## config.mk

```make
export PLATFORM = sky130hd
export DESIGN_NAME = timer8_waveform_generator
export DESIGN_NICKNAME = d
export VERILOG_FILES = /design/src/logic/timer8_pkg.sv /design/src/logic/timer8_waveform_generator.sv
export SDC_FILE = /design/constraint.sdc
export NUM_CORES = 1
export LEC_CHECK = 0
export ABC_AREA = 1
export BUFFER_PORTS_ARGS = -buffer_cell sky130_fd_sc_hd__buf_2
export CAP_MARGIN = 40
export CORE_MARGIN = 5
export CORE_UTILIZATION = 54
export DETAILED_ROUTE_END_ITERATION = 6
export PLACE_DENSITY_LB_ADDON = 0.3
export SKIP_CTS_REPAIR_TIMING = 1
export SLEW_MARGIN = 15
export SYNTH_ARGS = -nofsm -noshare
export SYNTH_HDL_FRONTEND = slang
export SYNTH_SLANG_ARGS = --single-unit
```

## constraint.sdc

```tcl
create_clock -name i_clk -period 2.6 [get_ports i_clk]
set_clock_uncertainty 0.05 [all_clocks]
set_input_delay 0.39 -clock i_clk [delete_from_list [all_inputs] [get_ports i_clk]]
set_output_delay 0.39 -clock i_clk [all_outputs]
set_load 0.01 [all_outputs]
```

## src/logic/timer8_pkg.sv

```systemverilog
// Constants, types and register map of the 8-bit timer waveform generator
package timer8_pkg;

  localparam int ADDR_W = 5;

  localparam logic [4:0] OFF_CTRL = 5'h00;
  localparam logic [4:0] OFF_COUNT = 5'h04;
  localparam logic [4:0] OFF_COMPARE = 5'h08;
  localparam logic [4:0] OFF_STATUS = 5'h0C;
  localparam logic [4:0] OFF_PIN = 5'h10;

  localparam int CTRL_WAVE_LSB = 0;
  localparam int CTRL_COM_LSB = 4;
  localparam int CTRL_FORCE_BIT = 7;
  localparam int CTRL_CS_LSB = 8;
  localparam int STATUS_OVF_BIT = 0;
  localparam int STATUS_CMP_BIT = 1;
  localparam int STATUS_OUT_BIT = 2;
  localparam int PIN_DIR_BIT = 0;
  localparam int PIN_PORT_BIT = 1;

  localparam logic [7:0] COUNT_MAX = 8'hFF;
  localparam logic [7:0] COUNT_BOTTOM = 8'h00;
  localparam logic [7:0] COUNT_RST = 8'h00;
  localparam logic [7:0] COMPARE_RST = 8'h00;
  localparam logic OUT_STATE_RST = 1'b0;

  localparam logic [1:0] RESP_OKAY = 2'h0;
  localparam logic [1:0] RESP_SLVERR = 2'h2;

  localparam int PRESC_W = 10;
  localparam int PRESC_DIV_1 = 1;
  localparam int PRESC_DIV_8 = 8;
  localparam int PRESC_DIV_64 = 64;
  localparam int PRESC_DIV_256 = 256;
  localparam int PRESC_DIV_1024 = 1024;

  typedef enum logic [1:0] {
    WAVE_NORMAL,
    WAVE_PHASE_PWM,
    WAVE_CLEAR_ON_MATCH,
    WAVE_FAST_PWM
  } waveform_mode_t;

  typedef enum logic [1:0] {
    COM_OFF,
    COM_TOGGLE,
    COM_CLEAR,
    COM_SET
  } compare_output_mode_t;

  typedef struct packed {
    logic [2:0] clock_select;
    compare_output_mode_t compare_output_mode;
    waveform_mode_t waveform_mode;
  } ctrl_t;

  localparam ctrl_t CTRL_RST = '{clock_select: 3'h0, compare_output_mode: COM_OFF,
                                 waveform_mode: WAVE_NORMAL};

endpackage : timer8_pkg

```

## src/logic/timer8_waveform_generator.sv

```systemverilog
// 8-bit timer counter, compare output unit and AXI4-Lite register slave
`timescale 1ns/1ps
module timer8_waveform_generator (
  input wire logic i_clk,
  input wire logic i_rst_n,
  input wire logic [timer8_pkg::ADDR_W-1:0] i_s_axi_awaddr,
  input wire logic i_s_axi_awvalid,
  output logic o_s_axi_awready,
  input wire logic [31:0] i_s_axi_wdata,
  input wire logic [3:0] i_s_axi_wstrb,
  input wire logic i_s_axi_wvalid,
  output logic o_s_axi_wready,
  output logic [1:0] o_s_axi_bresp,
  output logic o_s_axi_bvalid,
  input wire logic i_s_axi_bready,
  input wire logic [timer8_pkg::ADDR_W-1:0] i_s_axi_araddr,
  input wire logic i_s_axi_arvalid,
  output logic o_s_axi_arready,
  output logic [31:0] o_s_axi_rdata,
  output logic [1:0] o_s_axi_rresp,
  output logic o_s_axi_rvalid,
  input wire logic i_s_axi_rready,
  input wire logic i_overflow_ack,
  input wire logic i_compare_match_ack,
  output logic o_overflow_flag,
  output logic o_compare_match_flag,
  output logic o_compare_output_state,
  output logic o_pin_out,
  output logic o_pin_oe
);
  import timer8_pkg::*;

  // Bus state
  logic aw_held_q, aw_held_d;
  logic w_held_q, w_held_d;
  logic [ADDR_W-1:0] awaddr_q, awaddr_d;
  logic [31:0] wdata_q, wdata_d;
  logic [3:0] wstrb_q, wstrb_d;
  logic bvalid_q, bvalid_d;
  logic [1:0] bresp_q, bresp_d;
  logic rvalid_q, rvalid_d;
  logic [31:0] rdata_q, rdata_d;
  logic [1:0] rresp_q, rresp_d;

  // Timer state
  ctrl_t ctrl_q, ctrl_d;
  logic [PRESC_W-1:0] presc_q, presc_d;
  logic [7:0] count_q, count_d;
  logic [7:0] cmp_buf_q, cmp_buf_d;
  logic [7:0] cmp_act_q, cmp_act_d;
  logic count_up_q, count_up_d;
  logic block_q, block_d;
  logic ovf_q, ovf_d;
  logic cmp_flag_q, cmp_flag_d;
  logic out_q, out_d;
  logic dir_q, dir_d;
  logic port_q, port_d;
  logic pin_out_q, pin_out_d;
  logic pin_oe_q, pin_oe_d;

  logic do_write;
  logic mapped_w;
  logic wr_ctrl, wr_count, wr_cmp, wr_status, wr_pin;
  logic force_cmp;
  logic tick;
  logic cmp_equal;
  logic match;
  logic at_bottom;
  logic ovf_set;
  logic is_pwm;
  compare_output_mode_t force_mode;

  function automatic logic [PRESC_W-1:0] presc_limit(input logic [2:0] cs);
    logic [PRESC_W-1:0] lim;
    lim = '0;
    case (cs)
      3'h1: lim = PRESC_W'(PRESC_DIV_1 - 1);
      3'h2: lim = PRESC_W'(PRESC_DIV_8 - 1);
      3'h3: lim = PRESC_W'(PRESC_DIV_64 - 1);
      3'h4: lim = PRESC_W'(PRESC_DIV_256 - 1);
      3'h5: lim = PRESC_W'(PRESC_DIV_1024 - 1);
      default: lim = '0;
    endcase
    return lim;
  endfunction : presc_limit

  // Set, clear or toggle as the output mode asks; mode zero holds
  function automatic logic non_pwm_action(input compare_output_mode_t com, input logic cur);
    logic nxt;
    nxt = cur;
    case (com)
      COM_TOGGLE: nxt = ~cur;
      COM_CLEAR: nxt = 1'b0;
      COM_SET: nxt = 1'b1;
      default: nxt = cur;
    endcase
    return nxt;
  endfunction : non_pwm_action

  function automatic logic is_mapped(input logic [ADDR_W-1:0] a);
    return (a == OFF_CTRL) || (a == OFF_COUNT) || (a == OFF_COMPARE) ||
           (a == OFF_STATUS) || (a == OFF_PIN);
  endfunction : is_mapped

  // Handshakes: one write and one read in flight at a time
  assign o_s_axi_awready = !aw_held_q && !bvalid_q;
  assign o_s_axi_wready = !w_held_q && !bvalid_q;
  assign o_s_axi_arready = !rvalid_q;
  assign o_s_axi_bvalid = bvalid_q;
  assign o_s_axi_bresp = bresp_q;
  assign o_s_axi_rvalid = rvalid_q;
  assign o_s_axi_rdata = rdata_q;
  assign o_s_axi_rresp = rresp_q;
  assign o_overflow_flag = ovf_q;
  assign o_compare_match_flag = cmp_flag_q;
  assign o_compare_output_state = out_q;
  assign o_pin_out = pin_out_q;
  assign o_pin_oe = pin_oe_q;

  // Register slave
  always_comb begin
    aw_held_d = aw_held_q;
    w_held_d = w_held_q;
    awaddr_d = awaddr_q;
    wdata_d = wdata_q;
    wstrb_d = wstrb_q;
    bvalid_d = bvalid_q;
    bresp_d = bresp_q;
    rvalid_d = rvalid_q;
    rdata_d = rdata_q;
    rresp_d = rresp_q;
    if (i_s_axi_awvalid && o_s_axi_awready) begin
      aw_held_d = 1'b1;
      awaddr_d = i_s_axi_awaddr;
    end
    if (i_s_axi_wvalid && o_s_axi_wready) begin
      w_held_d = 1'b1;
      wdata_d = i_s_axi_wdata;
      wstrb_d = i_s_axi_wstrb;
    end
    do_write = aw_held_q && w_held_q && !bvalid_q;
    mapped_w = is_mapped(awaddr_q);
    if (do_write) begin
      aw_held_d = 1'b0;
      w_held_d = 1'b0;
      bvalid_d = 1'b1;
      bresp_d = mapped_w ? RESP_OKAY : RESP_SLVERR;
    end else if (bvalid_q && i_s_axi_bready) begin
      bvalid_d = 1'b0;
    end
    if (i_s_axi_arvalid && o_s_axi_arready) begin
      rvalid_d = 1'b1;
      rresp_d = is_mapped(i_s_axi_araddr) ? RESP_OKAY : RESP_SLVERR;
      rdata_d = '0;
      case (i_s_axi_araddr)
        OFF_CTRL: begin
          // Force strobe always reads as zero
          rdata_d[CTRL_WAVE_LSB +: 2] = ctrl_q.waveform_mode;
          rdata_d[CTRL_COM_LSB +: 2] = ctrl_q.compare_output_mode;
          rdata_d[CTRL_CS_LSB +: 3] = ctrl_q.clock_select;
        end
        OFF_COUNT: rdata_d[7:0] = count_q;
        OFF_COMPARE: rdata_d[7:0] = cmp_buf_q;
        OFF_STATUS: begin
          rdata_d[STATUS_OVF_BIT] = ovf_q;
          rdata_d[STATUS_CMP_BIT] = cmp_flag_q;
          rdata_d[STATUS_OUT_BIT] = out_q;
        end
        OFF_PIN: begin
          rdata_d[PIN_DIR_BIT] = dir_q;
          rdata_d[PIN_PORT_BIT] = port_q;
        end
        default: rdata_d = '0;
      endcase
    end else if (rvalid_q && i_s_axi_rready) begin
      rvalid_d = 1'b0;
    end
  end

  // Timer, compare unit and pin override
  always_comb begin
    ctrl_d = ctrl_q;
    presc_d = presc_q;
    count_d = count_q;
    cmp_buf_d = cmp_buf_q;
    cmp_act_d = cmp_act_q;
    count_up_d = count_up_q;
    block_d = block_q;
    ovf_d = ovf_q;
    cmp_flag_d = cmp_flag_q;
    out_d = out_q;
    dir_d = dir_q;
    port_d = port_q;
    ovf_set = 1'b0;
    at_bottom = 1'b0;
    wr_ctrl = do_write && (awaddr_q == OFF_CTRL);
    wr_count = do_write && (awaddr_q == OFF_COUNT) && wstrb_q[0];
    wr_cmp = do_write && (awaddr_q == OFF_COMPARE) && wstrb_q[0];
    wr_status = do_write && (awaddr_q == OFF_STATUS) && wstrb_q[0];
    wr_pin = do_write && (awaddr_q == OFF_PIN) && wstrb_q[0];
    if (wr_ctrl && wstrb_q[0]) begin
      ctrl_d.waveform_mode = waveform_mode_t'(wdata_q[CTRL_WAVE_LSB +: 2]);
      ctrl_d.compare_output_mode = compare_output_mode_t'(wdata_q[CTRL_COM_LSB +: 2]);
    end
    if (wr_ctrl && wstrb_q[1]) begin
      ctrl_d.clock_select = wdata_q[CTRL_CS_LSB +: 3];
    end
    // A force acts with the output mode written in the same access
    force_mode = ctrl_d.compare_output_mode;
    force_cmp = wr_ctrl && wstrb_q[0] && wdata_q[CTRL_FORCE_BIT];
    if (wr_pin) begin
      dir_d = wdata_q[PIN_DIR_BIT];
      port_d = wdata_q[PIN_PORT_BIT];
    end
    // Prescaled timer tick; clock select zero stops the counter
    tick = (ctrl_q.clock_select != 3'h0) && (presc_q == presc_limit(ctrl_q.clock_select));
    if (ctrl_q.clock_select == 3'h0 || tick) begin
      presc_d = '0;
    end else begin
      presc_d = presc_q + PRESC_W'(1);
    end
    is_pwm = (ctrl_q.waveform_mode == WAVE_FAST_PWM) ||
             (ctrl_q.waveform_mode == WAVE_PHASE_PWM);
    cmp_equal = (count_q == cmp_act_q);
    match = tick && cmp_equal && !block_q;
    // Count sequence depends on the waveform mode, and in clear-on-match mode also on the compare value
    if (tick) begin
      case (ctrl_q.waveform_mode)
        WAVE_NORMAL: begin
          count_d = count_q + 8'h01;
          ovf_set = (count_q == COUNT_MAX);
        end
        WAVE_CLEAR_ON_MATCH: begin
          // Equality with the live compare value is the top; a top written
          // below the count is missed until the counter wraps
          if (cmp_equal) begin
            count_d = COUNT_BOTTOM;
          end else begin
            count_d = count_q + 8'h01;
          end
          ovf_set = (count_q == COUNT_MAX);
        end
        WAVE_FAST_PWM: begin
          if (count_q == COUNT_MAX) begin
            count_d = COUNT_BOTTOM;
            at_bottom = 1'b1;
            ovf_set = 1'b1;
          end else begin
            count_d = count_q + 8'h01;
          end
        end
        WAVE_PHASE_PWM: begin
          if (count_up_q) begin
            if (count_q == COUNT_MAX) begin
              count_up_d = 1'b0;
              count_d = count_q - 8'h01;
            end else begin
              count_d = count_q + 8'h01;
            end
          end else if (count_q == COUNT_BOTTOM) begin
            count_up_d = 1'b1;
            count_d = count_q + 8'h01;
            ovf_set = 1'b1;
          end else begin
            count_d = count_q - 8'h01;
          end
        end
        default: count_d = count_q;
      endcase
    end
    // Software count write beats the count step in any mode; the direction and the overflow flag still update
    if (wr_count) begin
      count_d = wdata_q[7:0];
      block_d = 1'b1;
    end else if (tick) begin
      block_d = 1'b0;
    end
    // Compare value: direct outside PWM, taken at max in PWM modes
    if (wr_cmp) begin
      cmp_buf_d = wdata_q[7:0];
    end
    if (!is_pwm) begin
      cmp_act_d = cmp_buf_d;
    end else if (tick && count_q == COUNT_MAX) begin
      cmp_act_d = cmp_buf_q;
    end
    // Internal output state; the registered output mode governs a match, not one written in that cycle
    case (ctrl_q.waveform_mode)
      WAVE_FAST_PWM: begin
        if (match) begin
          case (ctrl_q.compare_output_mode)
            COM_TOGGLE: out_d = ~out_q;
            COM_CLEAR: out_d = 1'b0;
            COM_SET: out_d = 1'b1;
            default: out_d = out_q;
          endcase
        end
        // Bottom wins over a match at max so compare max gives a steady level in clear and set modes
        if (at_bottom) begin
          case (ctrl_q.compare_output_mode)
            COM_CLEAR: out_d = 1'b1;
            COM_SET: out_d = 1'b0;
            default: out_d = out_d;
          endcase
        end
      end
      WAVE_PHASE_PWM: begin
        if (match) begin
          case (ctrl_q.compare_output_mode)
            COM_CLEAR: out_d = !count_up_q;
            COM_SET: out_d = count_up_q;
            default: out_d = out_q;
          endcase
        end
      end
      default: begin
        if (match) begin
          out_d = non_pwm_action(ctrl_q.compare_output_mode, out_q);
        end
        // Force changes the state only: no flag, no counter clear
        if (force_cmp) begin
          out_d = non_pwm_action(force_mode, out_d);
        end
      end
    endcase
    // Flags: a set in the same cycle as a clear wins
    if ((wr_status && wdata_q[STATUS_OVF_BIT]) || i_overflow_ack) begin
      ovf_d = 1'b0;
    end
    if (ovf_set) begin
      ovf_d = 1'b1;
    end
    if ((wr_status && wdata_q[STATUS_CMP_BIT]) || i_compare_match_ack) begin
      cmp_flag_d = 1'b0;
    end
    if (match) begin
      cmp_flag_d = 1'b1;
    end
    // Pin: override by output mode alone, direction from the direction bit
    pin_out_d = (ctrl_d.compare_output_mode != COM_OFF) ? out_d : port_d;
    pin_oe_d = dir_d;
  end

  always_ff @(posedge i_clk) begin
    if (!i_rst_n) begin
      aw_held_q <= 1'b0;
      w_held_q <= 1'b0;
      awaddr_q <= '0;
      wdata_q <= '0;
      wstrb_q <= '0;
      bvalid_q <= 1'b0;
      bresp_q <= RESP_OKAY;
      rvalid_q <= 1'b0;
      rdata_q <= '0;
      rresp_q <= RESP_OKAY;
      ctrl_q <= CTRL_RST;
      presc_q <= '0;
      count_q <= COUNT_RST;
      cmp_buf_q <= COMPARE_RST;
      cmp_act_q <= COMPARE_RST;
      count_up_q <= 1'b1;
      block_q <= 1'b0;
      ovf_q <= 1'b0;
      cmp_flag_q <= 1'b0;
      out_q <= OUT_STATE_RST;
      dir_q <= 1'b0;
      port_q <= 1'b0;
      pin_out_q <= 1'b0;
      pin_oe_q <= 1'b0;
    end else begin
      aw_held_q <= aw_held_d;
      w_held_q <= w_held_d;
      awaddr_q <= awaddr_d;
      wdata_q <= wdata_d;
      wstrb_q <= wstrb_d;
      bvalid_q <= bvalid_d;
      bresp_q <= bresp_d;
      rvalid_q <= rvalid_d;
      rdata_q <= rdata_d;
      rresp_q <= rresp_d;
      ctrl_q <= ctrl_d;
      presc_q <= presc_d;
      count_q <= count_d;
      cmp_buf_q <= cmp_buf_d;
      cmp_act_q <= cmp_act_d;
      count_up_q <= count_up_d;
      block_q <= block_d;
      ovf_q <= ovf_d;
      cmp_flag_q <= cmp_flag_d;
      out_q <= out_d;
      dir_q <= dir_d;
      port_q <= port_d;
      pin_out_q <= pin_out_d;
      pin_oe_q <= pin_oe_d;
    end
  end

endmodule : timer8_waveform_generator

```

==> After elaboration in Yosys (flattened, before gate mapping) <==
Index checks and enable logic that the tools add are counted.
{ "totals": {"mem_bits_rw": 0, "in_bits": 55, "register_bits": 86, "mem_bits_ro": 0, "output_inout_bits": 46, "latchBits": 0, "mem_count": 0} }
{ "classes": {"n_bitwise": 3, "shift": 0, "n_mul": 0, "muxes": 52, "eq_ne": 25, "n_div": 0, "add_sub_neg": 3, "order_cmp": 0, "reduce_logical": 62} }
{ "op_table": {"columns": ["op", "count"], "rows": [
  ["$mux W8", 10],
  ["$pmux W10 S4", 1],
  ["$pmux W8 S4", 1],
  ["$logic_and A1 B1 Y1", 27],
  ["$mux W1", 25],
  ["$eq A5 B4 Y1 const B", 4],
  ["$eq A2 B2 Y1 const B", 6],
  ["$logic_or A1 B1 Y1", 12],
  ["$pmux W1 S3", 4],
  ["$reduce_bool A2 Y1", 6],
  ["$add A10 B1 Y10 const B", 1],
  ["$eq A10 B10 Y1", 1],
  ["$eq A5 B3 Y1 const B", 2],
  ["$eq A5 B5 Y1 const B", 2],
  ["$logic_not A5 Y1", 2],
  ["$pmux W2 S5", 1],
  ["$add A8 B1 Y8 const B", 1],
  ["$eq A8 B8 Y1", 1],
  ["$eq A8 B8 Y1 const B", 1],
  ["$logic_not A8 Y1", 1],
  ["$pmux W1 S2", 4],
  ["$reduce_or A2 Y1", 4],
  ["$sub A8 B1 Y8 const B", 1],
  ["$eq A2 B1 Y1 const B", 3],
  ["other kinds (14)", 24]
]} }

==> Logic depth before layout (Yosys ltp) <==
{ "depth": {"word_depth": 13, "depth_mapped": 15} }

==> Worst setup path after synthesis <==
Ideal clock, no wire load.
{ "synth_path": {"path_type": "register to register", "from": "register count_q[1]", "to": "register pin_out_q, in the netlist o_pin_out", "path_slack_ps": 786, "stages_incl_launch_ff": 13, "n_path_buf": 0, "t_arrival_ps": 1655, "path_cell_list": "dfxtp_1 ha_1 nand2_1 nor2_1 nand2_1 nor3_4 nand4_1 nor2_1 nor2_1 a21oi_2 nand3_1 nand2_1 inv_1"} }
{ "synth_via": {"elab_chain_len": 10, "word_cells_on_any_way": 17} }
{ "synth_rtl": {"columns": ["element", "line", "rtl"], "rows": [
  ["start, declared", "timer8_waveform_generator.sv:48", "logic [7:0] count_q, count_d;"],
  ["start signal, assigned", "timer8_waveform_generator.sv:383", "count_q <= count_d;"],
  ["$eq A8 B8 Y1", "timer8_waveform_generator.sv:224", "cmp_equal = (count_q == cmp_act_q);"],
  ["$logic_and A1 B1 Y1 (2 in series)", "timer8_waveform_generator.sv:225", "match = tick && cmp_equal && !block_q;"],
  ["$mux W1", "timer8_waveform_generator.sv:290", "if (match) begin"],
  ["$mux W1", "timer8_waveform_generator.sv:288", "case (ctrl_q.waveform_mode)"],
  ["$not A1 Y1", "timer8_waveform_generator.sv:92", "COM_TOGGLE: nxt = ~cur;"],
  ["$pmux W1 S3", "timer8_waveform_generator.sv:91", "case (com)"],
  ["$mux W1", "timer8_waveform_generator.sv:321", "if (force_cmp) begin"],
  ["$pmux W1 S2 (*)", "timer8_waveform_generator.sv:288", null],
  ["$mux W1 (*)", "timer8_waveform_generator.sv:340", "pin_out_d = (ctrl_d.compare_output_mode != COM_OFF) ? out_d : port_d;"],
  ["end signal, assigned", "timer8_waveform_generator.sv:393", "pin_out_q <= pin_out_d;"],
  ["end, declared", "timer8_waveform_generator.sv:58", "logic pin_out_q, pin_out_d;"]
]} }
Every way passes the cells marked *; elsewhere a longest branch is shown, timed or not. The select of a mux whose other input is x is not followed.
A chain may end at the register's enable or synchronous reset.

==> Worst setup path after layout <==
{ "layout_path": {"from": "register count_q[1]", "to": "register count_q[7]"} }
{ "layout_via": {"elab_chain_len": 6, "word_cells_on_any_way": 13} }
{ "layout_rtl": {"columns": ["element", "line", "rtl"], "rows": [
  ["$sub A8 B1 Y8 (tied with other cells)", "timer8_waveform_generator.sv:256, timer8_waveform_generator.sv:265", null],
  ["$mux W8 (on tied branches)", "timer8_waveform_generator.sv:260, timer8_waveform_generator.sv:254", null],
  ["$mux W8", "timer8_waveform_generator.sv:253", "if (count_up_q) begin"],
  ["$pmux W8 S4 (*)", "timer8_waveform_generator.sv:228", "case (ctrl_q.waveform_mode)"],
  ["$mux W8 (*)", "timer8_waveform_generator.sv:227", "if (tick) begin"],
  ["$mux W8 (*)", "timer8_waveform_generator.sv:272", "if (wr_count) begin"]
]} }
Marks and branches as above.

==> summary.md <==
| Metric | Value |
|---|---|
| Antenna violations before repair | `0` |
| RSZ-0062 raised after global routing | `no` |
| Max-Cap Viols | `0` |
| Post-route ant nets | `0` |
| Initial DRC count | `399` |
| Via count | `between 4000 and 5000` |
| WL final | `approximately 11000 µm` |
| Slew Limit Fails | `0` |
| Unique cell type count in the Yosys netlist | `43` |
| Cell count after synthesis | `620` |
| Place WS | `between 0.4 and 0.5 ns` |
| Synth Flop Type | `dfxtp_1` |
| Placer Congestion | `0.9057` |
| Final nets | `about 730` |
| Critical path startpoint category | `flop` |
| Clock sink count | `84` |
| GRT Total Usage | `23.01%` |
| Cell area after layout | `~4800 µm²` |
| Cell Rows | `32` |
| Clock Latency Late Sink | `around 0.35 ns` |
| Fill cells | `approximately 700` |
| Dpl hpwl | `~8400 µm` |
| Chip height | `between 100 and 150 µm` |
| Layout overhead on the synthesized area | `10.01%` |
| H-tree depth | `3` |
| First-pass GRT wire length | `18890 µm` |
| Setup violations, final | `0` |
| CP most frequent cell | `nand2_1` |
| CTS tree | `yes` |
| Slowest cell on crit path | `dfxtp_1` |
| Cell taking the most area after synthesis | `dfxtp_1` |
| Die X | `100.2 µm` |
| Syn_area_per_cell | `7.079 µm²` |
| Clock Pin Slew Worst Setup and Hold Paths | `roughly 0.090 ns` |
| Vias in the first global route | `4037` |
| Die area | `10030 µm²` |
| Starting density of the core | `a little under three fifths` |
| Wire per inst | `roughly 14 µm` |
| Synth async-reset ratio | `0%` |
| Worst path required time | `2.79 ns` |
| Core area | `between 7000 and 8000 µm²` |
| Least-Margin Pin Slew | `roughly 0.68 ns` |
| Largest net degree at the start of global routing | `44` |
| Share of layout cells above drive strength 1 | `between 10% and 20%` |
| GR Overflow Total | `0` |
| N_diodes | `0` |
| TritonCTS Buffers | `9` |
| Via/cell ratio | `5.439` |
| Pre-antenna DRT Iters | `6` |
| Synth warn | `0` |
| EDFF count, synth | `0` |
| DP Area | `around 4700 µm²` |
| # port buffers | `54` |
| CP Cell Sequence | `ha_1 -> nand2_1 -> nor2_1 -> nand2_1 -> nor3_4 -> o21ai_2 -> nand2_1 -> nand3_1 -> a22oi_1 -> a21oi_1` |
| Hold/Removal Path Class | `primary input to flop` |
| CP max stage delay | `~0.44 ns` |
| Io pins | `about 100` |
| Setup tns final | `0 ns` |
| DRC violations left | `0` |
| Clk root buf | `clkbuf_8` |
| Setup WS post-layout | `approximately 0.38 ns` |
| Synth top area share | `38.31%` |
| P per Cell Area | `just over 500 nW/µm²` |
| Final Hold Fails | `0` |
| Flop-to-flop setup slack | `0.38 ns` |
| Peak VDD IR | `0.4030 mV` |
| Period utilization | `a little under nine tenths` |
| Outcome | `finished clean` |
| Leakage power | `just over 2 nW` |
| Achievable frequency | `0.4511 GHz` |
| Worst Path Class, Setup | `flop to flop` |
| Top post-synthesis cells by area | `dfxtp_1, nor2_1, nand2_1` |
| Relative slew margins | `between 50% and 60%` |
| CP max FO | `6` |
| Worst-case clock buffer depth | `2` |
| #FFs+latches synth | `84` |
| Register area share after synthesis | `38.31%` |
| Buf/Inv on CP | `0` |
| Crit end category | `flop` |
| Tmin final | `around 2.2 ns` |
| Syn Std Cell Area | `between 4000 and 5000 µm²` |
| Cell family with most CP delay | `simple AND/OR/NAND/NOR gates` |
| Critical Path AT | `2.41 ns` |
[synthesized netlist by cell type (2+ instances only)]
library cell  instances
nand3_1              21
nor2_1               95
inv_2                 6
nor3_1               13
dfxtp_1              84
xnor2_1               9
nand2_2               6
nand4_1              11
ha_1                  4
clkbuf_1             15
buf_4                24
o211ai_1              4
a21oi_1              60
xor2_1               13
nand3b_1              4
nor2_4                3
nand2_1              84
o221ai_1              8
inv_1                69
a31oi_1              10
a221oi_1              2
o22ai_1               6
o21ai_0              47
buf_2                 3
[final timing paths]
check                                        startpoint                        to  cells past startpoint
worst max-delay path            count_q[1]$_SDFFE_PN0P_   count_q[7]$_SDFFE_PN0P_                     10
worst min-delay path                  i_s_axi_awaddr[1]  awaddr_q[1]$_SDFFE_PN0P_                      3
worst max register to register  count_q[1]$_SDFFE_PN0P_   count_q[7]$_SDFFE_PN0P_                     10
worst min register to register    presc_q[0]$_SDFF_PP0_     presc_q[0]$_SDFF_PP0_                      1
[flip-flops by register name (all words and copies together), names as in the netlist, 2 cells and up]
register       cells
cmp_buf_q          8
cmp_act_q          8
awaddr_q           5
o_s_axi_rdata     11
wstrb_q            2
ctrl_q             7
count_q            8
wdata_q           11
presc_q           10
[layout make-up]
type                    count  area, µm²  area share (%)
clock buffers              11      141.4           2.928
repair buffers             59      307.8           6.375
clock inverters             5      35.03          0.7256
inverters                  76      285.3           5.908
well taps                 102      127.6           2.643
multi-input cells         439       2250           46.59
flip-flops and latches     84       1682           34.83
[power by group]
group          total, mW  internal, mW  switching [mW]
clock network      0.864         0.376           0.488
registers           1.37          1.33          0.0377
logic              0.268        0.0861           0.182
[layer usage]
metal / routed length (µm) / GRT usage, % / vias to the layer above
met5: 0 / 0 / -
met4: 241 / 8.912 / 0
met3: 857 / 3.892 / 20
met2: 5120 / 37.77 / 180
met1: 4812 / 30.19 / 1918
li1: - / - / 2103
[tightest hold or removal path, delay by kind of cell]
kind,cells,cell delay (ns)
AND/OR/NAND/NOR,1,0.07
buffers and inverters,1,0.07
AO/OA/AOI/OAI,1,0.07
[logic make-up (layout without fill, tap and decap cells)]
| kind of cell | count (synthesis) | after routing | share of synthesized area [%] |
|---|---|---|---|
| fa+ha+maj | 4 | 4 | 1.140 |
| simple gates | 244 | 244 | 25.00 |
| flops | 84 | 84 | 38.31 |
| buf+inv | 119 | 151 | 12.31 |
| xor+xnor | 22 | 22 | 4.390 |
| compound gates | 146 | 146 | 18.76 |
| other cells | 1 | 23 | 0.08544 |
[through the flow]
stage | power [mW] | util (%) | hold slack (ns) | std cells
final | 2.505 | 61.84 | 0.2359 | 776
after global routing | 2.606 | 61.84 | 0.2471 | 776
after CTS | 2.515 | 61.84 | 0.2297 | 776
after detailed placement | 1.666 | 59.58 | 0.4029 | 760
after global placement | 1.658 | 59.58 | 0.3967 | 760
after floorplan | 1.598 | - | 0.3801 | 642
[layout by cell type (no fill, tap or decap), types with 8 or more instances in the layout]
cell type | synthesis | final
nand4_1 | 11 | 11
nor3_1 | 13 | 13
o221ai_1 | 8 | 8
a31oi_1 | 10 | 10
o21ai_0 | 47 | 47
dfxtp_1 | 84 | 84
xor2_1 | 13 | 13
inv_1 | 69 | 69
nand3_1 | 21 | 21
buf_2 | 3 | 54
clkbuf_8 | 0 | 10
nor2_1 | 95 | 95
a21oi_1 | 60 | 60
nand2_1 | 84 | 84
conb_1 | 1 | 23
xnor2_1 | 9 | 9
(Power assumes the default switching activity.)
